<file path="config.mk">
export PLATFORM = sky130hd
export DESIGN_NAME = e1_double_frame_sa_si_access
export DESIGN_NICKNAME = d
export VERILOG_FILES = /design/src/rtl/e1_frame_access_pkg.sv /design/src/rtl/e1_double_frame_sa_si_access.sv
export SDC_FILE = /design/constraint.sdc
export NUM_CORES = 1
export LEC_CHECK = 0
export CAP_MARGIN = 20
export CORE_ASPECT_RATIO = 0.8
export CORE_UTILIZATION = 58
export CTS_CLUSTER_DIAMETER = 100
export DETAILED_ROUTE_END_ITERATION = 12
export DONT_BUFFER_PORTS = 1
export PLACE_DENSITY = 0.76
export SLEW_MARGIN = 20
export SYNTH_ARGS = -nofsm -noshare
export SYNTH_HDL_FRONTEND = slang
export SYNTH_SLANG_ARGS = --single-unit
</file>
<file path="constraint.sdc">
create_clock -name clock -period 1.95 [get_ports clock]
set_input_delay 0.195 -clock clock [delete_from_list [all_inputs] [get_ports clock]]
set_output_delay 0.195 -clock clock [all_outputs]
set_load 0.01 [all_outputs]
</file>
<file path="src/rtl/e1_frame_access_pkg.sv">
/*
 * Constants shared by the double-frame overhead access block: register
 * indices, field positions, reset values and line framing counts.
 * Assumes APB with 32-bit data; byte address is four times the index.
 */
package e1_frame_access_pkg;

    // ************************************************************
    // bus geometry
    // ************************************************************
    localparam int ADDR_W = 12;
    localparam int DATA_W = 32;
    localparam int REG_W = 8;

    // ************************************************************
    // register indices (byte address = index * 4)
    // ************************************************************
    localparam logic [9:0] IDX_TX_ALIGN = 10'h040;
    localparam logic [9:0] IDX_TX_NONALIGN = 10'h041;
    localparam logic [9:0] IDX_TX_INTL_ALIGN = 10'h042;
    localparam logic [9:0] IDX_TX_INTL_NONALIGN = 10'h043;
    localparam logic [9:0] IDX_TX_SPARE_CTRL = 10'h04A;
    localparam logic [9:0] IDX_RX_ALIGN = 10'h056;
    localparam logic [9:0] IDX_RX_NONALIGN = 10'h057;
    localparam logic [9:0] IDX_LINE_CTRL_1 = 10'h030;
    localparam logic [9:0] IDX_LINE_CTRL_4 = 10'h033;
    localparam logic [9:0] IDX_LINE_MODE = 10'h03F;
    localparam logic [9:0] IDX_STATUS_4 = 10'h01B;

    // ************************************************************
    // reset values
    // ************************************************************
    localparam logic [7:0] TX_ALIGN_RST = 8'h1B;
    localparam logic [7:0] TX_NONALIGN_RST = 8'h40;
    localparam logic [7:0] RX_FRAME_RST = 8'h00;

    // ************************************************************
    // field positions
    // ************************************************************
    localparam int SR4_RX_ALIGN = 0;
    localparam int SR4_TX_ALIGN = 3;
    localparam int SR4_LOS = 7;
    localparam int SPARE_ALIGN_INTL = 7;
    localparam int SPARE_NONALIGN_INTL = 6;
    localparam int LC1_GAIN_LIMIT = 4;
    localparam int LC1_JA_TX_PATH = 3;
    localparam int LC1_JA_DEPTH = 2;
    localparam int LC1_JA_DISABLE = 1;
    localparam int MODE_SI_FROM_REG = 4;
    localparam int FRAME_INTL_BIT = 7;
    localparam int NONALIGN_ALARM_BIT = 5;

    // ************************************************************
    // framing counts, in line bits
    // ************************************************************
    localparam logic [8:0] DBL_FRAME_LAST = 9'd511;
    localparam logic [8:0] ALIGN_TS0_LAST = 9'd7;
    localparam logic [8:0] NONALIGN_TS0_FIRST = 9'd256;
    localparam logic [8:0] NONALIGN_TS0_LAST = 9'd263;
    localparam logic [8:0] NONALIGN_ALARM_POS = 9'd258;

    typedef enum logic [1:0] {
        MODE_T1 = 2'b00,
        MODE_E1 = 2'b01,
        MODE_J1 = 2'b10,
        MODE_6312K = 2'b11
    } line_mode_e;

endpackage

</file>
<file path="src/rtl/e1_double_frame_sa_si_access.sv">
/*
 * Double-frame overhead access: captures received align / non-align
 * timeslot-0 bits, inserts host-written overhead on transmit, and holds
 * the digital line interface controls. APB slave, zero wait states.
 * Assumes line clocks far slower than clock; line pins are asynchronous.
 */
// The APB slave port is this design's own decision.
// Contract
// - Receive overhead registers mirror received bits
// - Both receive registers update together at alignment
// - Receive flag sets on each register update
// - Transmit registers sampled when transmit flag sets
// - Unwritten transmit registers are retransmitted unchanged
// - Transmit registers hold contents until rewritten
// - Si source: register, per-frame registers, or passthrough
// - Receive align: Si bit 7, alignment bits 6..0
// - Non-align: Si, one, alarm, spare bits 4..0
// - Transmit non-align bit 5 is remote alarm
// - Transmit align: Si bit 7, pattern bits 6..0
// - Transmit and receive line modes set independently
// - 6312 kHz transmit only on clock output
// - Three bits select receive termination, zero external
// - Gain limit bit selects receive sensitivity range
// - Loss of signal switches receive clock source
// - Jitter attenuator only in T1 or E1
// - Align Si insertion control selects per-frame bits
module e1_double_frame_sa_si_access
    import e1_frame_access_pkg::*;
(
    input wire logic clock,
    input wire logic rst_n,
    input wire logic psel,
    input wire logic penable,
    input wire logic pwrite,
    input wire logic [e1_frame_access_pkg::ADDR_W-1:0] paddr,
    input wire logic [e1_frame_access_pkg::DATA_W-1:0] pwdata,
    output logic [e1_frame_access_pkg::DATA_W-1:0] prdata,
    output logic pready,
    output logic pslverr,
    input wire logic rx_line_clk,
    input wire logic rx_serial,
    input wire logic rx_frame_sync,
    input wire logic rx_loss_of_signal,
    input wire logic tx_line_clk,
    input wire logic tx_serial_in,
    output logic tx_line_data,
    output logic tx_line_en,
    output logic tx_clock_output,
    output logic rx_clock_from_mclk,
    output logic [2:0] rx_term_sel,
    output logic rx_gain_limit_sel,
    output logic jitter_atten_en,
    output logic jitter_atten_tx_path,
    output logic jitter_depth_128
);
    import e1_frame_access_pkg::*;

    // ************************************************************
    // state
    // ************************************************************
    typedef struct packed {
        logic [2:0] rxc_sync;
        logic [1:0] rxd_sync;
        logic [1:0] rxs_sync;
        logic [1:0] los_sync;
        logic [2:0] txc_sync;
        logic [1:0] txd_sync;
        logic [8:0] rx_count;
        logic [7:0] rx_shift;
        logic [7:0] rx_af_hold;
        logic [7:0] rx_naf_hold;
        logic rx_hold_ok;
        logic [7:0] rx_align_frame_bits;
        logic [7:0] rx_nonalign_frame_bits;
        logic [8:0] tx_count;
        logic [2:0] dbl_index;
        logic [7:0] tx_af_shadow;
        logic [7:0] tx_naf_shadow;
        logic [7:0] tx_align_frame_bits;
        logic [7:0] tx_nonalign_frame_bits;
        logic [7:0] tx_intl_bit_align_regs;
        logic [7:0] tx_intl_bit_nonalign_regs;
        logic [7:0] tx_spare_insert_ctrl;
        logic [4:0] line_ctrl_1;
        logic [2:0] line_ctrl_4;
        logic [4:0] line_mode;
        logic rx_flag;
        logic tx_flag;
        logic tx_line;
        logic tx_clko;
        logic [31:0] rdata;
    } state_s;

    state_s s;
    state_s next_s;

    function automatic logic reg_hit(input logic [ADDR_W-1:0] a, input logic [9:0] idx);
        reg_hit = (a[ADDR_W-1:2] == idx) && (a[1:0] == 2'b00);
    endfunction

    function automatic logic e1_or_t1(input logic [1:0] m);
        e1_or_t1 = (m == MODE_T1) || (m == MODE_E1);
    endfunction

    function automatic logic mapped(input logic [ADDR_W-1:0] a);
        mapped = reg_hit(a, IDX_TX_ALIGN) || reg_hit(a, IDX_TX_NONALIGN)
            || reg_hit(a, IDX_TX_INTL_ALIGN) || reg_hit(a, IDX_TX_INTL_NONALIGN)
            || reg_hit(a, IDX_TX_SPARE_CTRL) || reg_hit(a, IDX_RX_ALIGN)
            || reg_hit(a, IDX_RX_NONALIGN) || reg_hit(a, IDX_LINE_CTRL_1)
            || reg_hit(a, IDX_LINE_CTRL_4) || reg_hit(a, IDX_LINE_MODE)
            || reg_hit(a, IDX_STATUS_4);
    endfunction

    function automatic state_s reset_state();
        reset_state = '0;
        reset_state.tx_align_frame_bits = TX_ALIGN_RST;
        reset_state.tx_nonalign_frame_bits = TX_NONALIGN_RST;
        reset_state.tx_af_shadow = TX_ALIGN_RST;
        reset_state.tx_naf_shadow = TX_NONALIGN_RST;
        reset_state.rx_align_frame_bits = RX_FRAME_RST;
        reset_state.rx_nonalign_frame_bits = RX_FRAME_RST;
    endfunction

    localparam state_s STATE_RST = reset_state();

    logic wr;
    logic rx_edge;
    logic tx_edge;
    logic [1:0] rx_mode;
    logic [1:0] tx_mode;
    logic [7:0] af_use;
    logic align_si;
    logic nonalign_si;
    logic tx_bit;
    logic [2:0] pos;
    logic rx_set;
    logic tx_set;
    logic [1:0] ja_mode;

    assign wr = psel && penable && pwrite;
    // edges are taken from the second and third stages only
    assign rx_edge = s.rxc_sync[1] && !s.rxc_sync[2];
    assign tx_edge = s.txc_sync[1] && !s.txc_sync[2];
    assign rx_mode = s.line_mode[1:0];
    assign tx_mode = s.line_mode[3:2];
    assign rx_set = rx_edge && s.rxs_sync[1] && s.rx_hold_ok;
    assign tx_set = tx_edge && (s.tx_count == 9'd0);
    // the attenuator follows the mode of the path it sits in
    assign ja_mode = s.line_ctrl_1[LC1_JA_TX_PATH] ? tx_mode : rx_mode;

    // ************************************************************
    // transmit bit selection
    // ************************************************************
    always_comb begin
        // a new double frame uses the register value sampled at its first bit
        af_use = (s.tx_count == 9'd0) ? s.tx_align_frame_bits : s.tx_af_shadow;
        if (s.tx_spare_insert_ctrl[SPARE_ALIGN_INTL]) begin
            align_si = s.tx_intl_bit_align_regs[3'd7 - s.dbl_index];
        end else if (s.line_mode[MODE_SI_FROM_REG]) begin
            align_si = af_use[FRAME_INTL_BIT];
        end else begin
            align_si = s.txd_sync[1];
        end
        if (s.tx_spare_insert_ctrl[SPARE_NONALIGN_INTL]) begin
            nonalign_si = s.tx_intl_bit_nonalign_regs[3'd7 - s.dbl_index];
        end else if (s.line_mode[MODE_SI_FROM_REG]) begin
            nonalign_si = s.tx_naf_shadow[FRAME_INTL_BIT];
        end else begin
            nonalign_si = s.txd_sync[1];
        end
        pos = s.tx_count[2:0];
        if (s.tx_count == 9'd0) begin
            tx_bit = align_si;
        end else if (s.tx_count <= ALIGN_TS0_LAST) begin
            tx_bit = af_use[3'd7 - pos];
        end else if (s.tx_count == NONALIGN_TS0_FIRST) begin
            tx_bit = nonalign_si;
        end else if (s.tx_count > NONALIGN_TS0_FIRST && s.tx_count <= NONALIGN_TS0_LAST) begin
            tx_bit = s.tx_naf_shadow[3'd7 - pos];
        end else begin
            tx_bit = s.txd_sync[1];
        end
    end

    // ************************************************************
    // next state
    // ************************************************************
    always_comb begin
        next_s = s;
        next_s.rxc_sync = {s.rxc_sync[1:0], rx_line_clk};
        next_s.rxd_sync = {s.rxd_sync[0], rx_serial};
        next_s.rxs_sync = {s.rxs_sync[0], rx_frame_sync};
        next_s.los_sync = {s.los_sync[0], rx_loss_of_signal};
        next_s.txc_sync = {s.txc_sync[1:0], tx_line_clk};
        next_s.txd_sync = {s.txd_sync[0], tx_serial_in};

        // receive: capture timeslot 0 of both frames, publish at align start
        if (rx_edge) begin
            next_s.rx_shift = {s.rx_shift[6:0], s.rxd_sync[1]};
            if (s.rxs_sync[1]) begin
                next_s.rx_count = 9'd1;
                if (s.rx_hold_ok) begin
                    next_s.rx_align_frame_bits = s.rx_af_hold;
                    next_s.rx_nonalign_frame_bits = s.rx_naf_hold;
                    next_s.rx_flag = 1'b1;
                end
                next_s.rx_hold_ok = 1'b0;
            end else begin
                next_s.rx_count = (s.rx_count == DBL_FRAME_LAST) ? 9'd0 : s.rx_count + 9'd1;
                if (s.rx_count == ALIGN_TS0_LAST) begin
                    next_s.rx_af_hold = {s.rx_shift[6:0], s.rxd_sync[1]};
                end
                if (s.rx_count == NONALIGN_TS0_LAST) begin
                    next_s.rx_naf_hold = {s.rx_shift[6:0], s.rxd_sync[1]};
                    next_s.rx_hold_ok = 1'b1;
                end
            end
        end

        // transmit: sample registers and raise flag at each double frame
        if (tx_edge) begin
            next_s.tx_count = (s.tx_count == DBL_FRAME_LAST) ? 9'd0 : s.tx_count + 9'd1;
            // in 6312 kHz mode the line pins stay quiet
            next_s.tx_line = (tx_mode != MODE_6312K) && tx_bit;
            next_s.tx_clko = (tx_mode == MODE_6312K) && tx_bit;
            if (s.tx_count == 9'd0) begin
                next_s.tx_af_shadow = s.tx_align_frame_bits;
                next_s.tx_naf_shadow = s.tx_nonalign_frame_bits;
                next_s.tx_flag = 1'b1;
                next_s.dbl_index = s.dbl_index + 3'd1;
            end
        end

        // apb: read data is registered in the setup cycle
        if (psel && !penable) begin
            next_s.rdata = '0;
            if (reg_hit(paddr, IDX_TX_ALIGN)) next_s.rdata[7:0] = s.tx_align_frame_bits;
            if (reg_hit(paddr, IDX_TX_NONALIGN)) next_s.rdata[7:0] = s.tx_nonalign_frame_bits;
            if (reg_hit(paddr, IDX_TX_INTL_ALIGN)) next_s.rdata[7:0] = s.tx_intl_bit_align_regs;
            if (reg_hit(paddr, IDX_TX_INTL_NONALIGN)) begin
                next_s.rdata[7:0] = s.tx_intl_bit_nonalign_regs;
            end
            if (reg_hit(paddr, IDX_TX_SPARE_CTRL)) next_s.rdata[7:0] = s.tx_spare_insert_ctrl;
            if (reg_hit(paddr, IDX_RX_ALIGN)) next_s.rdata[7:0] = s.rx_align_frame_bits;
            if (reg_hit(paddr, IDX_RX_NONALIGN)) next_s.rdata[7:0] = s.rx_nonalign_frame_bits;
            if (reg_hit(paddr, IDX_LINE_CTRL_1)) next_s.rdata[4:0] = s.line_ctrl_1;
            if (reg_hit(paddr, IDX_LINE_CTRL_4)) next_s.rdata[2:0] = s.line_ctrl_4;
            if (reg_hit(paddr, IDX_LINE_MODE)) next_s.rdata[4:0] = s.line_mode;
            if (reg_hit(paddr, IDX_STATUS_4)) begin
                next_s.rdata[SR4_RX_ALIGN] = s.rx_flag;
                next_s.rdata[SR4_TX_ALIGN] = s.tx_flag;
                next_s.rdata[SR4_LOS] = s.los_sync[1];
            end
        end
        if (wr) begin
            // held until rewritten, a single write serves fixed patterns
            if (reg_hit(paddr, IDX_TX_ALIGN)) next_s.tx_align_frame_bits = pwdata[7:0];
            if (reg_hit(paddr, IDX_TX_NONALIGN)) begin
                next_s.tx_nonalign_frame_bits = pwdata[7:0];
            end
            if (reg_hit(paddr, IDX_TX_INTL_ALIGN)) next_s.tx_intl_bit_align_regs = pwdata[7:0];
            if (reg_hit(paddr, IDX_TX_INTL_NONALIGN)) begin
                next_s.tx_intl_bit_nonalign_regs = pwdata[7:0];
            end
            if (reg_hit(paddr, IDX_TX_SPARE_CTRL)) next_s.tx_spare_insert_ctrl = pwdata[7:0];
            if (reg_hit(paddr, IDX_LINE_CTRL_1)) next_s.line_ctrl_1 = pwdata[4:0];
            if (reg_hit(paddr, IDX_LINE_CTRL_4)) next_s.line_ctrl_4 = pwdata[2:0];
            if (reg_hit(paddr, IDX_LINE_MODE)) next_s.line_mode = pwdata[4:0];
            // write-one acknowledge; a set in the same cycle wins
            if (reg_hit(paddr, IDX_STATUS_4)) begin
                if (pwdata[SR4_RX_ALIGN] && !rx_set) begin
                    next_s.rx_flag = 1'b0;
                end
                if (pwdata[SR4_TX_ALIGN] && !tx_set) begin
                    next_s.tx_flag = 1'b0;
                end
            end
        end
    end

    // ************************************************************
    // state register
    // ************************************************************
    always_ff @(posedge clock or negedge rst_n) begin
        if (!rst_n) begin
            s <= STATE_RST;
        end else begin
            s <= next_s;
        end
    end

    // ************************************************************
    // outputs
    // ************************************************************
    // no wait state: read data was registered during the setup cycle
    assign pready = psel && penable;
    assign pslverr = psel && penable && !mapped(paddr);
    assign prdata = s.rdata;
    assign tx_line_data = s.tx_line;
    assign tx_line_en = (tx_mode != MODE_6312K);
    assign tx_clock_output = s.tx_clko;
    // no signal: receive clock falls back to the scaled master clock
    assign rx_clock_from_mclk = s.los_sync[1];
    assign rx_term_sel = s.line_ctrl_4;
    assign rx_gain_limit_sel = s.line_ctrl_1[LC1_GAIN_LIMIT];
    assign jitter_atten_en = !s.line_ctrl_1[LC1_JA_DISABLE] && e1_or_t1(ja_mode);
    assign jitter_atten_tx_path = s.line_ctrl_1[LC1_JA_TX_PATH];
    assign jitter_depth_128 = s.line_ctrl_1[LC1_JA_DEPTH];

    // ************************************************************
    // assertions
    // ************************************************************
    rx_capture_a: assert property (
        @(posedge clock) disable iff (!rst_n)
        rx_set |=> (s.rx_align_frame_bits == $past(s.rx_af_hold))
            && (s.rx_nonalign_frame_bits == $past(s.rx_naf_hold)))
        else $error("receive overhead not loaded from captured bits");

    // a change away from the boundary could split a double frame
    rx_pair_update_a: assert property (
        @(posedge clock) disable iff (!rst_n)
        ($changed(s.rx_align_frame_bits) || $changed(s.rx_nonalign_frame_bits))
            |-> $past(rx_set))
        else $error("receive overhead changed away from an align boundary");

    rx_flag_set_a: assert property (
        @(posedge clock) disable iff (!rst_n)
        rx_set |=> s.rx_flag)
        else $error("receive align flag not set on update");

    tx_sample_a: assert property (
        @(posedge clock) disable iff (!rst_n)
        tx_set |=> s.tx_flag && (s.tx_af_shadow == $past(s.tx_align_frame_bits))
            && (s.tx_naf_shadow == $past(s.tx_nonalign_frame_bits)))
        else $error("transmit registers not sampled with the flag");

    tx_hold_a: assert property (
        @(posedge clock) disable iff (!rst_n)
        !tx_set |=> $stable(s.tx_af_shadow) && $stable(s.tx_naf_shadow))
        else $error("transmit overhead changed inside a double frame");

    flag_clear_a: assert property (
        @(posedge clock) disable iff (!rst_n)
        (wr && reg_hit(paddr, IDX_STATUS_4) && pwdata[SR4_RX_ALIGN] && !rx_set)
            |=> !s.rx_flag)
        else $error("receive align flag not cleared by acknowledge");

    tx_flag_clear_a: assert property (
        @(posedge clock) disable iff (!rst_n)
        (wr && reg_hit(paddr, IDX_STATUS_4) && pwdata[SR4_TX_ALIGN] && !tx_set)
            |=> !s.tx_flag)
        else $error("transmit align flag not cleared by acknowledge");

    tx_line_quiet_a: assert property (
        @(posedge clock) disable iff (!rst_n)
        (tx_edge && (tx_mode == MODE_6312K)) |=> !tx_line_data)
        else $error("line pins driven in 6312 kHz mode");

    ja_mode_a: assert property (
        @(posedge clock) disable iff (!rst_n)
        !e1_or_t1(ja_mode) |-> !jitter_atten_en)
        else $error("jitter attenuator enabled outside T1 and E1");

    apb_ready_a: assert property (
        @(posedge clock) disable iff (!rst_n)
        (psel && penable) |-> pready)
        else $error("access phase without ready");

    // main scenarios reached
    rx_publish_c: cover property (@(posedge clock) disable iff (!rst_n) rx_set);
    tx_sample_c: cover property (@(posedge clock) disable iff (!rst_n) tx_set);
    flag_ack_c: cover property (@(posedge clock) disable iff (!rst_n)
        wr && reg_hit(paddr, IDX_STATUS_4) && pwdata[SR4_TX_ALIGN]);
    mode_6312_c: cover property (@(posedge clock) disable iff (!rst_n)
        tx_edge && (tx_mode == MODE_6312K));
endmodule

</file>
### Yosys cells after proc, flatten, opt, wreduce, memory -nomap -nowiden

Cells that the tools add are included.

* input port bits: 55
* register bits after elaboration: 156
* memory bits (writable): 0
* memories kept: 0
* bits in latches: 0
* bits in read-only memories: 0
* output and inout bits: 45
* logic and storage cells: 166

* div/mod/pow operators: 0
* equal/unequal tests: 19
* reductions and logical operators: 61
* multiplexer cells: 45
* magnitude comparators: 5
* bitwise logic cells: 1
* multipliers: 0
* shift operators: 0
* add/sub/neg operators: 5

Operators with widths (number)
* == test 10 x 7 -> 1 bit (second input constant): 7
* two-way mux 8 bit: 8
* == test 9 bit (second input constant): 4
* == test 10 x 6 -> 1 bit (second input constant): 3
* two-way mux 9 bit: 3
* logical AND 1 bit: 26
* two-way mux 1 bit: 23
* AND reduction 2 bit: 10
* adder 9 x 1 -> 9 bit (second input constant): 2
* binary-select mux 1 bit (select 3 bit): 4
* logical OR 1 bit: 11
* == test 10 x 5 -> 1 bit (second input constant): 1
* two-way mux 5 bit: 2
* == test 9 x 3 -> 1 bit (second input constant): 1
* greater-than comparator 9 bit (second input constant): 1
* less-or-equal comparator 9 x 3 -> 1 bit (second input constant): 1
* less-or-equal comparator 9 bit (second input constant): 1
* zero test 9 bit: 1
* AND reduction 3 bit: 3
* less-than comparator 3 x 4 -> 1 bit (second input constant): 2
* zero test 1 bit: 7
* two-way mux 2 bit: 3
* two-way mux 3 bit: 2
* subtractor 3 bit (first input constant): 2
* other kinds (7): 8

### Longest topological paths before layout

Gate-level depths: netlist (run 1).

* depth in word-level cells: 14
* gate-level depth with buffers: 9
* gate-level depth less buffers: 8

### Worst setup path before layout (run 1)

Ideal clock, no wire load.

* path type: reg-to-reg
* start point: reg s, in the netlist pos[0]
* end point: reg s[89] (netlist name)
* cell stages (with the launch flop): 9
* data required time: 1825 ps
* library setup time: 125 ps
* data arrival time: 1930 ps
* period minus slack after synthesis: 2055 ps
* slack: -105 ps
* buffers on the path: 2
* cells stage by stage: dfrtp_1 > buf_2 > inv_1 > ha_1 > nand4b_1 > nand2b_1 > nor2_1 > clkbuf_1 > mux2_2

* longest elaborated chain between the ends: 2

RTL lines
* from (decl): RTL line e1_double_frame_sa_si_access.sv:94 `state_s s;`
* from (signal assigned): RTL line e1_double_frame_sa_si_access.sv:288 `s <= next_s;`
* zero test 9 bit: RTL line e1_double_frame_sa_si_access.sv:226 `if (s.tx_count == 9'd0) begin`
* AND reduction 2 bit (no line)

Every way passes these cells.
A chain may end at the register's enable or synchronous reset.

### Worst setup path after layout (run 1)

* start point: reg s, in the netlist pos[0]
* end point: reg s, in the netlist tx_clock_output

* longest elaborated chain between the ends: 8
* elaborated cells on any way between the ends: 19
* classes of those cells: add/sub (1); order compare (3); eq/ne (1); mux (11); reduce/logical (3)

RTL lines
* subtractor 3 bit: RTL line e1_double_frame_sa_si_access.sv:175, e1_double_frame_sa_si_access.sv:179
* binary-select mux 1 bit (select 3 bit): RTL line e1_double_frame_sa_si_access.sv:179 `tx_bit = s.tx_naf_shadow[3'd7 - pos];`
* two-way mux 1 bit (implied by the code): RTL line e1_double_frame_sa_si_access.sv:179
* two-way mux 1 bit: RTL line e1_double_frame_sa_si_access.sv:178 `end else if (s.tx_count > NONALIGN_TS0_FIRST && s.tx_count <= NONALIGN_TS0_LAST) begin`
* two-way mux 1 bit: RTL line e1_double_frame_sa_si_access.sv:176 `end else if (s.tx_count == NONALIGN_TS0_FIRST) begin`
* two-way mux 1 bit: RTL line e1_double_frame_sa_si_access.sv:174 `end else if (s.tx_count <= ALIGN_TS0_LAST) begin`
* two-way mux 1 bit (*): RTL line e1_double_frame_sa_si_access.sv:172 `if (s.tx_count == 9'd0) begin`
* logical AND 1 bit (*): RTL line e1_double_frame_sa_si_access.sv:225 `next_s.tx_clko = (tx_mode == MODE_6312K) && tx_bit;`

Every way passes the cells marked *; elsewhere a longest branch is shown, timed or not. The select of a mux whose other input is x is not followed.

==> results.cfg, run 1 <==
[worst_setup_path]
cp.depth = 7
worstPathMaxFanout = 6
worst_path_dominant_cell_family = simple AND/OR/NAND/NOR gates
cp_cell_sequence = inv_2, ha_4, nand4b_1, or4_4, o211ai_1, a31oi_2, o31ai_1
startpoint = pos[0]$_DFFE_PN0P_
critPathLaunchType = register
slowest_stage = or4_4
arrival_ns = 2.28
critical_path_class = register to register
r2r_start = pos[0]$_DFFE_PN0P_
r2r_slack_ns = 0.006
end_kind = register
r2r-end = tx_clock_output$_DFFE_PN0P_
crit_buf_inv = 1
rr_worst_depth = 7
cp-endpoint = tx_clock_output$_DFFE_PN0P_
slowest_delay_ns = 0.56
worstPathRequired_ns = 2.28

[route]
top_layer = met4
drtIter0Drc = 452
drc = 0
met1Wirelength_um = 8330
antenna_left = 0
dr_wl_met3_um = 1680
dr.pass1.iters = 6
wl_met2_um = 9000
routedWlPerCell_um = 20.8
vias_per_cell = 6.25
wirelength_um = 19500
dr_total_vias = 5860

[synth]
synthArstFlopShare_pct = 100
syn_area_per_cell_um2 = 11.1
synth-edff-count = 0
synth_top_cell_area_share_pct = 47.6
syn_inst = 691
synth_most_common_cell = dfrtp_1
synth_cell_types = 63
synth_warnings = 0
ys_top_cells_by_area = dfrtp_1 48%, mux2_2 16%, buf_4 3.5%
ys_seq_elements = 156
synth_area_mm2 = 0.00768
synth-main-ff-cell = dfrtp_1
seq_area_frac_synth_pct = 51.0
synthTopCellsByCount = 146 x dfrtp_1, 106 x mux2_2, 63 x nand2_1
synth_top_area_cell = dfrtp_1

[sta]
hold_violations = 156
drv_slew = 0
rsz0062_at_grt = yes
skew_ns = 0.00805
tightest_slew_ns = 0.669
post-route-period-util_pct = 99.7
max_freq_mhz = 514
relSlewSlack_pct = 55.0
period_minus_slack_ns = 1.94
finalHoldWorstSlack_ns = -0.536
setup_violations = 0
setup-tns-final_ns = 0

[cells_and_area]
drive_gt1_share_pct = 34.4
final_cells = 937
layout.area.seq_mm2 = 0.00392
diodes = 0
fillers = 858
multi_input_area_mm2 = 0.00364
area_delta_synth_final_pct = 18.7
fin_nets = 810
fin_area_mm2 = 0.00911

[outcome]
outcome = finished, violations left
violations = hold timing

[global_route]
antenna_found_initial = 0
grt_max_degree = 157
overflow = 0
grt_pass1_wl_um = 30500
grt_pass1_vias = 5877
grt_usage_pct = 29.9

[cts]
cts_tree = yes
clkLatencyLatePin_ns = 0.42
cts_max_level = 4
max-clock-path-buffers = 2
cts.reportedPaths.clkPinSlew_ns = 0.06
root_buffer = clkbuf_16
clkSinkCount = 156
cts-buffers-inserted = 17
postCtsHoldBufs = 14

[place]
placed_area_mm2 = 0.00810
portBuffers = 0
hpwlAfterDp_um = 12800
gp_congestion = 0.888
dpl.cell_count = 882

[run]
cap_violations = 0

[hold_path]
holdCritPathClass = input port to async pin

[die]
initial_core_util_pct = 59.6
pin_count = 100
die_y_um = 105
die-area_mm2 = 0.0137
die_w_um = 131
rows = 37
core-area_mm2 = 0.0129

[power_and_ir_drop]
p_sw_w = 0.00210
p_leak_nw = 4.16
p_seq_share_pct = 45.1
pwr-share-clk_pct = 42.7
p_comb_share_pct = 12.2
netSwitchingFraction_pct = 26.1
power_w = 0.00804
internal-power_w = 0.00594
pwr_density_cell_mw_per_mm2 = 882
irDropWorstVdd_mv = 0.612
through the flow:
step | utilization (%) | worst slack [ns]
finish | 70.8 | 0.00613
global route | 70.8 | -0.0786
CTS | 69.3 | 0.00419
detailed placement | 62.9 | -0.121
global placement | 62.9 | 0.00315
floorplan | - | -0.00106
power groups by stage:
stage	sequential, W	clock (W)	combinational [W]
global placement	0.00364	0	0.000758
global route	0.00365	0.00361	0.00107
floorplan	0.00356	0	0.000658
detailed placement	0.00367	0	0.000793
CTS	0.00362	0.00347	0.000864
finish	0.00363	0.00343	0.000977
metal layers:
metal  global-route usage, %  up-vias
li1                        -     2561
met1                    41.4     2949
met2                    44.3      299
met3                    8.45       51
met4                    11.8        0
met5                       0        -
how the worst min path moves through the flow:
| stage | cells after the start | end | startpoint | slack, ns |
|---|---|---|---|---|
| final | 0 | pos[2]$_DFFE_PN0P_ | rst_n | -0.54 |
| after CTS | 0 | pos[2]$_DFFE_PN0P_ | rst_n | -0.54 |
| after global routing | 0 | pos[2]$_DFFE_PN0P_ | rst_n | -0.55 |
| after global placement | 0 | s[115]$_DFFE_PN0P_ | rst_n | -0.1 |
| after detailed placement | 0 | s[115]$_DFFE_PN0P_ | rst_n | -0.1 |
| after floorplan | 0 | jitter_atten_tx_path$_DFFE_PN0P_ | rst_n | -0.10 |
sequential cells by signal, indices dropped and copies added, names as in the netlist:
signal                cells
jitter_atten_tx_path      1
jitter_depth_128          1
next_s                    8
pos                       3
prdata                    8
rx_clock_from_mclk        1
rx_gain_limit_sel         1
rx_mode                   2
rx_term_sel               3
s                       126
tx_clock_output           1
tx_line_data              1
cell type report:
type / instances / area share, %
sequential: 156 / 43.0
multi-input combinational: 488 / 39.9
timing repair buffer: 80 / 7.70
clock buffer: 19 / 4.75
tap: 175 / 2.40
clock inverter: 13 / 1.96
inverter: 6 / 0.247
cell families (layout without fill, tap and decap cells):
| logic type | Yosys count | in the layout | share of synthesized area (%) |
|---|---|---|---|
| compound gates | 124 | 124 | 10.1 |
| xor+xnor | 3 | 3 | 0.342 |
| fa+ha+maj | 6 | 6 | 0.978 |
| buf+inv | 70 | 118 | 5.28 |
| flops | 156 | 156 | 51.0 |
| mux | 118 | 118 | 17.4 |
| other cells | 1 | 24 | 0.0489 |
| simple gates | 213 | 213 | 14.8 |
cell usage in the layout (no fill, tap or decap), drive strengths merged, types with 5 or more instances in the layout:
master       instances
a211oi               7
a21oi               28
a221oi               5
a31oi                6
and3                13
buf                 66
clkbuf              19
conb                24
dfrtp              146
dfstp               10
dlygate4sd3         14
ha                   6
inv                 12
mux2               106
mux2i               10
nand2               64
nand2b              12
nand3               28
nor2                37
nor2b                8
nor3                21
nor4                 5
o21ai               40
o22ai                5
o31ai               11
or3                  5
what timing repair did:
action | 4_1_cts | 5_1_grt
setup buffers | 4 | 6
setup endpoints to repair | 27 | 44
resized for setup | 12 | 42
pin swaps | 2 | 14
endpoints found under the hold margin | 217 | 156
(Power assumes the default switching activity.)
==> run 2, diff against run 1 <==
--- a/config.mk
+++ b/config.mk
@@ -6,12 +6,14 @@
 export NUM_CORES = 1
 export LEC_CHECK = 0
 export CAP_MARGIN = 20
+export CELL_PAD_IN_SITES_DETAIL_PLACEMENT = 1
+export CELL_PAD_IN_SITES_GLOBAL_PLACEMENT = 1
 export CORE_ASPECT_RATIO = 0.8
-export CORE_UTILIZATION = 58
+export CORE_UTILIZATION = 46
 export CTS_CLUSTER_DIAMETER = 100
 export DETAILED_ROUTE_END_ITERATION = 12
 export DONT_BUFFER_PORTS = 1
-export PLACE_DENSITY = 0.76
+export PLACE_DENSITY_LB_ADDON = 0.1
 export SLEW_MARGIN = 20
 export SYNTH_ARGS = -nofsm -noshare
 export SYNTH_HDL_FRONTEND = slang
==> run 2 against run 1 <==
Compared with the run above: the flow finishes with violations (hold timing, setup timing); cell area grew 3.0%; clock skew grew 0.0085 ns; wire length grew 16%; die area grew 26%; critical path depth is the same; hold slack lost 0.0054 ns; register-to-register slack lost 0.09 ns; cell count grew 6.2%; non-clock buffer count grew 17; setup slack lost 0.090 ns; via count shrank 0.67%.
==> results.cfg, run 2 (same netlist as run 1, synthesis figures left out) <==
[global_route]
grt_pass1_vias = 6132
grt_max_degree = 157
grt_usage_pct = 26.4
met1_usage_pct = 37.6
grt_most_used_layer = met2
use_met2_pct = 41.0
antenna_found_initial = 1
use_met3_pct = 5.70
overflow = 0
grt_pass1_wl_um = 34700

[route]
routedWlPerCell_um = 22.7
dr_total_vias = 5821
dr.pass1.iters = 5
wirelength_um = 22600
drtIter0Drc = 300
drc = 0
vias_per_cell = 5.85
antenna_left = 0

[worst_setup_path]
r2r_slack_ns = -0.08
critPathLaunchType = register
end_kind = register
rr_worst_depth = 7
arrival_ns = 2.34
critical_path_class = register to register
cp_cell_sequence = buf_12, buf_4, mux2i_1, o22ai_1, or4_1, a31oi_2, o31ai_1
r2r_start = pos[0]$_DFFE_PN0P_
cp.depth = 7
worstPathRequired_ns = 2.25
worstPathMaxFanout = 6
startpoint = pos[0]$_DFFE_PN0P_
cp-endpoint = tx_clock_output$_DFFE_PN0P_
crit_buf_inv = 2
r2r-end = tx_clock_output$_DFFE_PN0P_
worst_path_dominant_cell_family = compound AO/OA/AOI/OAI gates
slowest_delay_ns = 0.42
slowest_stage = or4_1

[cells_and_area]
drive_gt1_share_pct = 35.6
final_cells = 995
largest_register = s
fin_nets = 827
final_cell_mix = 143 x dfrtp_1, 92 x mux2_2, 71 x buf_4
area_delta_synth_final_pct = 22.3
layout.cells.most_common = dfrtp_1
largest_register_ffs = 126

[cts]
cts_tree = yes
cts_max_level = 4
postCtsHoldBufs = 14
max-clock-path-buffers = 2
clkLatencyLatePin_ns = 0.43
root_buffer = clkbuf_16
cts.reportedPaths.clkPinSlew_ns = 0.07
clkSinkCount = 156
cts-buffers-inserted = 17

[sta]
rsz0062_at_grt = yes
setup_violations = 3
post-route-period-util_pct = 104
relSlewSlack_pct = 63.8
hold_violations = 156
max_freq_mhz = 492
fin_ws_ns = -0.0836
skew_ns = 0.0165
finalHoldWorstSlack_ns = -0.541
drv_slew = 0
tightest_slew_ns = 0.544
period_minus_slack_ns = 2.03

[die]
initial_core_util_pct = 47.8
pin_count = 100
rows = 41
die_w_um = 146
die-area_mm2 = 0.0172
die_y_um = 118
core-area_mm2 = 0.0161

[power_and_ir_drop]
pwr_density_cell_mw_per_mm2 = 874
p_sw_w = 0.00215
irDropWorstVdd_mv = 0.530
p_seq_share_pct = 44.0
p_leak_nw = 4.28
pwr-share-clk_pct = 42.3
netSwitchingFraction_pct = 26.3
p_comb_share_pct = 13.7
internal-power_w = 0.00605

[place]
portBuffers = 0
hpwlAfterDp_um = 14900
gp_congestion = 0.897
dpl.cell_count = 928
dp_slack_ns = -0.115

[run]
cap_violations = 0

[outcome]
violations = hold timing, setup timing
outcome = finished, violations left

[hold_path]
holdCritPathClass = input port to async pin
run 2: changes by cell type in the layout (fill, tap and decap cells not counted), sizes merged:
cell	before	now
clkinvlp	2	4
clkinv	2	3
diode	0	1
clkbuf	19	22
buf	66	81
inv	12	8
run 2: worst min path at each step:
| stage | depth (start not counted) | slack (ns) | end | startpoint |
|---|---|---|---|---|
| floorplan | 0 | -0.10 | jitter_atten_tx_path$_DFFE_PN0P_ | rst_n |
| global placement | 0 | -0.1 | pos[2]$_DFFE_PN0P_ | rst_n |
| detailed placement | 0 | -0.1 | pos[2]$_DFFE_PN0P_ | rst_n |
| CTS | 0 | -0.56 | pos[2]$_DFFE_PN0P_ | rst_n |
| global route | 0 | -0.56 | pos[2]$_DFFE_PN0P_ | rst_n |
| finish | 0 | -0.54 | pos[2]$_DFFE_PN0P_ | rst_n |
run 2: metal layers:
layer	vias to the layer above	wire (µm)
li1	2600	-
met1	3043	10400
met2	153	10700
met3	25	1230
met4	0	308
met5	-	0
run 2: through the flow:
stage	cell area (µm²)	power, W	setup TNS [ns]	util (%)
after global placement	8190	0.00443	-0.225	51.0
after global routing	9390	0.00850	-1.13	58.5
final	9390	0.00821	-0.152	58.5
after floorplan	7770	0.00421	-0.00106	-
after CTS	9060	0.00808	-0.0842	56.4
after detailed placement	8190	0.00449	-1.46	51.0
run 2: what timing repair did:
action | CTS | global route
pin swaps | 3 | 10
setup buffers | 5 | 12
setup endpoints to repair | 30 | 41
cloned | 0 | 3
hold endpoints to repair | 217 | 156
gates resized for setup | 21 | 44
run 2: power by group through the flow:
stage                     clock, W  combinational [W]  sequential (W)
after detailed placement         0           0.000832         0.00365
final                      0.00347            0.00112         0.00361
after floorplan                  0           0.000658         0.00356
after CTS                  0.00353           0.000953         0.00360
after global routing       0.00365            0.00121         0.00364
after global placement           0           0.000788         0.00364
run 2: cell type report:
type	instances	area (µm²)
clock buffers	20	457
inverters	6	35.0
clock inverters	12	160
well taps	215	269
repair buffers	97	888
fillers	1680	6670
flip-flops and latches	156	3920
multi-input cells	488	3660
diodes	1	2.50
==> run 3, diff against run 2 <==
--- a/config.mk
+++ b/config.mk
@@ -5,14 +5,14 @@
 export SDC_FILE = /design/constraint.sdc
 export NUM_CORES = 1
 export LEC_CHECK = 0
+export BUFFER_PORTS_ARGS = -buffer_cell sky130_fd_sc_hd__buf_4
 export CAP_MARGIN = 20
 export CELL_PAD_IN_SITES_DETAIL_PLACEMENT = 1
 export CELL_PAD_IN_SITES_GLOBAL_PLACEMENT = 1
 export CORE_ASPECT_RATIO = 0.8
-export CORE_UTILIZATION = 46
+export CORE_UTILIZATION = 42
 export CTS_CLUSTER_DIAMETER = 100
 export DETAILED_ROUTE_END_ITERATION = 12
-export DONT_BUFFER_PORTS = 1
 export PLACE_DENSITY_LB_ADDON = 0.1
 export SLEW_MARGIN = 20
 export SYNTH_ARGS = -nofsm -noshare
==> run 3 against run 2 <==
Compared with the run above: highest routed layer unchanged; critical path depth grew 1; first-iteration DRC count is 9.7% lower; sequential share of layout area is 1.3 points lower; wire length fell by 0.69%; power decreased by 1.4%; clock skew decreased by 0.0071 ns; the run ends with setup timing left; fmax is 2.1% higher; cell area grew 3.4%.
==> results.cfg, run 3 (same netlist as run 1, synthesis figures left out) <==
[route]
wl_met2_um = 10500
vias_per_cell = 5.68
top_layer = met4
routedWlPerCell_um = 21.2
dr_wl_met3_um = 1080
dr_total_vias = 6000
antenna_left = 0
dr.pass1.iters = 5
drc = 0
wirelength_um = 22400
drtIter0Drc = 271
met1Wirelength_um = 10600

[sta]
max_freq_mhz = 502
period_minus_slack_ns = 1.99
skew_ns = 0.00943
tightest_slew_ns = 0.531
drv_slew = 0
rsz0062_at_grt = yes
finalHoldWorstSlack_ns = 0.0739
relSlewSlack_pct = 64.2
hold_violations = 0
setup_violations = 3
post-route-period-util_pct = 102
fin_ws_ns = -0.0426

[cts]
cts_max_level = 4
cts_tree = yes
cts-buffers-inserted = 17
max-clock-path-buffers = 2
clkLatencyLatePin_ns = 0.43
root_buffer = clkbuf_16
clkSinkCount = 156
cts.reportedPaths.clkPinSlew_ns = 0.07

[worst_setup_path]
slowest_delay_ns = 0.44
worstPathRequired_ns = 2.30
crit_path_frequent_cell = and3_4
worst_path_dominant_cell_family = simple AND/OR/NAND/NOR gates
slowest_stage = dfrtp_1
end_kind = register
worstPathMaxFanout = 7
critPathLaunchType = register
critical_path_class = register to register
cp_cell_sequence = and3_4, and3_4, and3_4, ha_4, or3_4, o21ai_2, nand2_1, o21ai_2
startpoint = s[162]$_DFFE_PN0P_
arrival_ns = 2.34
r2r_start = s[162]$_DFFE_PN0P_
crit_buf_inv = 0

[global_route]
grt_pass1_vias = 6291
grt_usage_pct = 25.0
grt_max_degree = 46
antenna_found_initial = 0
overflow = 0
grt_pass1_wl_um = 35700

[cells_and_area]
drive_gt1_share_pct = 42.1
final_cells = 1056
largest_register = s
fillers = 1838
fin_nets = 879
layout.cells.most_common = dfrtp_1
diodes = 0
final_cell_mix = 142 x dfrtp_1, 131 x buf_4, 103 x mux2_2
largest_register_ffs = 126
area_delta_synth_final_pct = 26.5

[power_and_ir_drop]
p_leak_nw = 4.52
irDropWorstVdd_mv = 0.456
pwr_density_cell_mw_per_mm2 = 834

[outcome]
violations = setup timing
outcome = finished, violations left

[die]
die-area_mm2 = 0.0188
die_y_um = 123
initial_core_util_pct = 43.6
die_w_um = 153
core-area_mm2 = 0.0176
pin_count = 100
rows = 43

[place]
dp_slack_ns = -0.181
gp_congestion = 0.889
portBuffers = 51
dpl.cell_count = 1002
hpwlAfterDp_um = 16000

[run]
cap_violations = 0

[hold_path]
hold_start = pwdata[7]
holdCritPathClass = input port to register
==> run 3: what timing repair did <==
action	4_1_cts	5_1_grt
endpoints found under the setup margin	47	35
pin swaps	5	15
hold buffers	7	0
setup buffers	0	15
hold endpoints to repair	42	0
resized for setup	24	45
==> run 3: final cells by class <==
class,instances,area [µm²],area share (%)
Timing Repair Buffer,149,1240,12.8
Clock buffer,18,429,4.42
Clock inverter,14,128,1.31
Inverter,6,22.5,0.232
Tap cell,225,282,2.90
Sequential cell,156,3920,40.4
Multi-Input combinational cell,488,3690,38.0
==> run 3: worst paths after layout <==
kind	end	slack, ns	cells after the start
setup / recovery	s[164]$_DFFE_PN0P_	-0.04	8
hold / removal	s[56]$_DFFE_PN0P_	0.07	2
setup reg to reg	s[164]$_DFFE_PN0P_	-0.04	8
hold reg to reg	next_s[180]$_DFF_PN0_	0.35	0
max in group asynchronous	s[81]$_DFFE_PN1P_	0.96	3
min in group asynchronous	s[111]$_DFFE_PN0P_	0.29	2
==> run 3: metal layers <==
metal	vias to the layer above	GRT usage (%)
li1	2698	-
met5	-	0
met4	0	5.43
met3	16	5.19
met1	3124	34.7
met2	162	40.6
==> run 3: power by group <==
group | internal (W) | switching [W]
Clock | 0.00169 | 0.00150
Combinational | 0.000623 | 0.000662
Sequential | 0.00339 | 0.000228
Total | 0.00570 | 0.00239
==> run 3: worst reg2reg max path, cell delays in order (launching register included) <==
cell,delay [ns]
dfrtp_1,0.44
and3_4,0.21
and3_4,0.18
and3_4,0.17
ha_4,0.15
or3_4,0.42
o21ai_2,0.18
nand2_1,0.09
o21ai_2,0.07
==> run 3: metrics by stage <==
stage | utilization, % | total power (W) | setup TNS (ns) | cell area, µm²
finish | 55.2 | 0.00809 | -0.0689 | 9710
global route | 55.2 | 0.00845 | -0.466 | 9710
CTS | 53.5 | 0.00803 | -0.0753 | 9420
detailed placement | 49.5 | 0.00476 | -4.00 | 8710
global placement | 49.5 | 0.00471 | -1.97 | 8710
floorplan | - | 0.00421 | -0.00106 | 7770
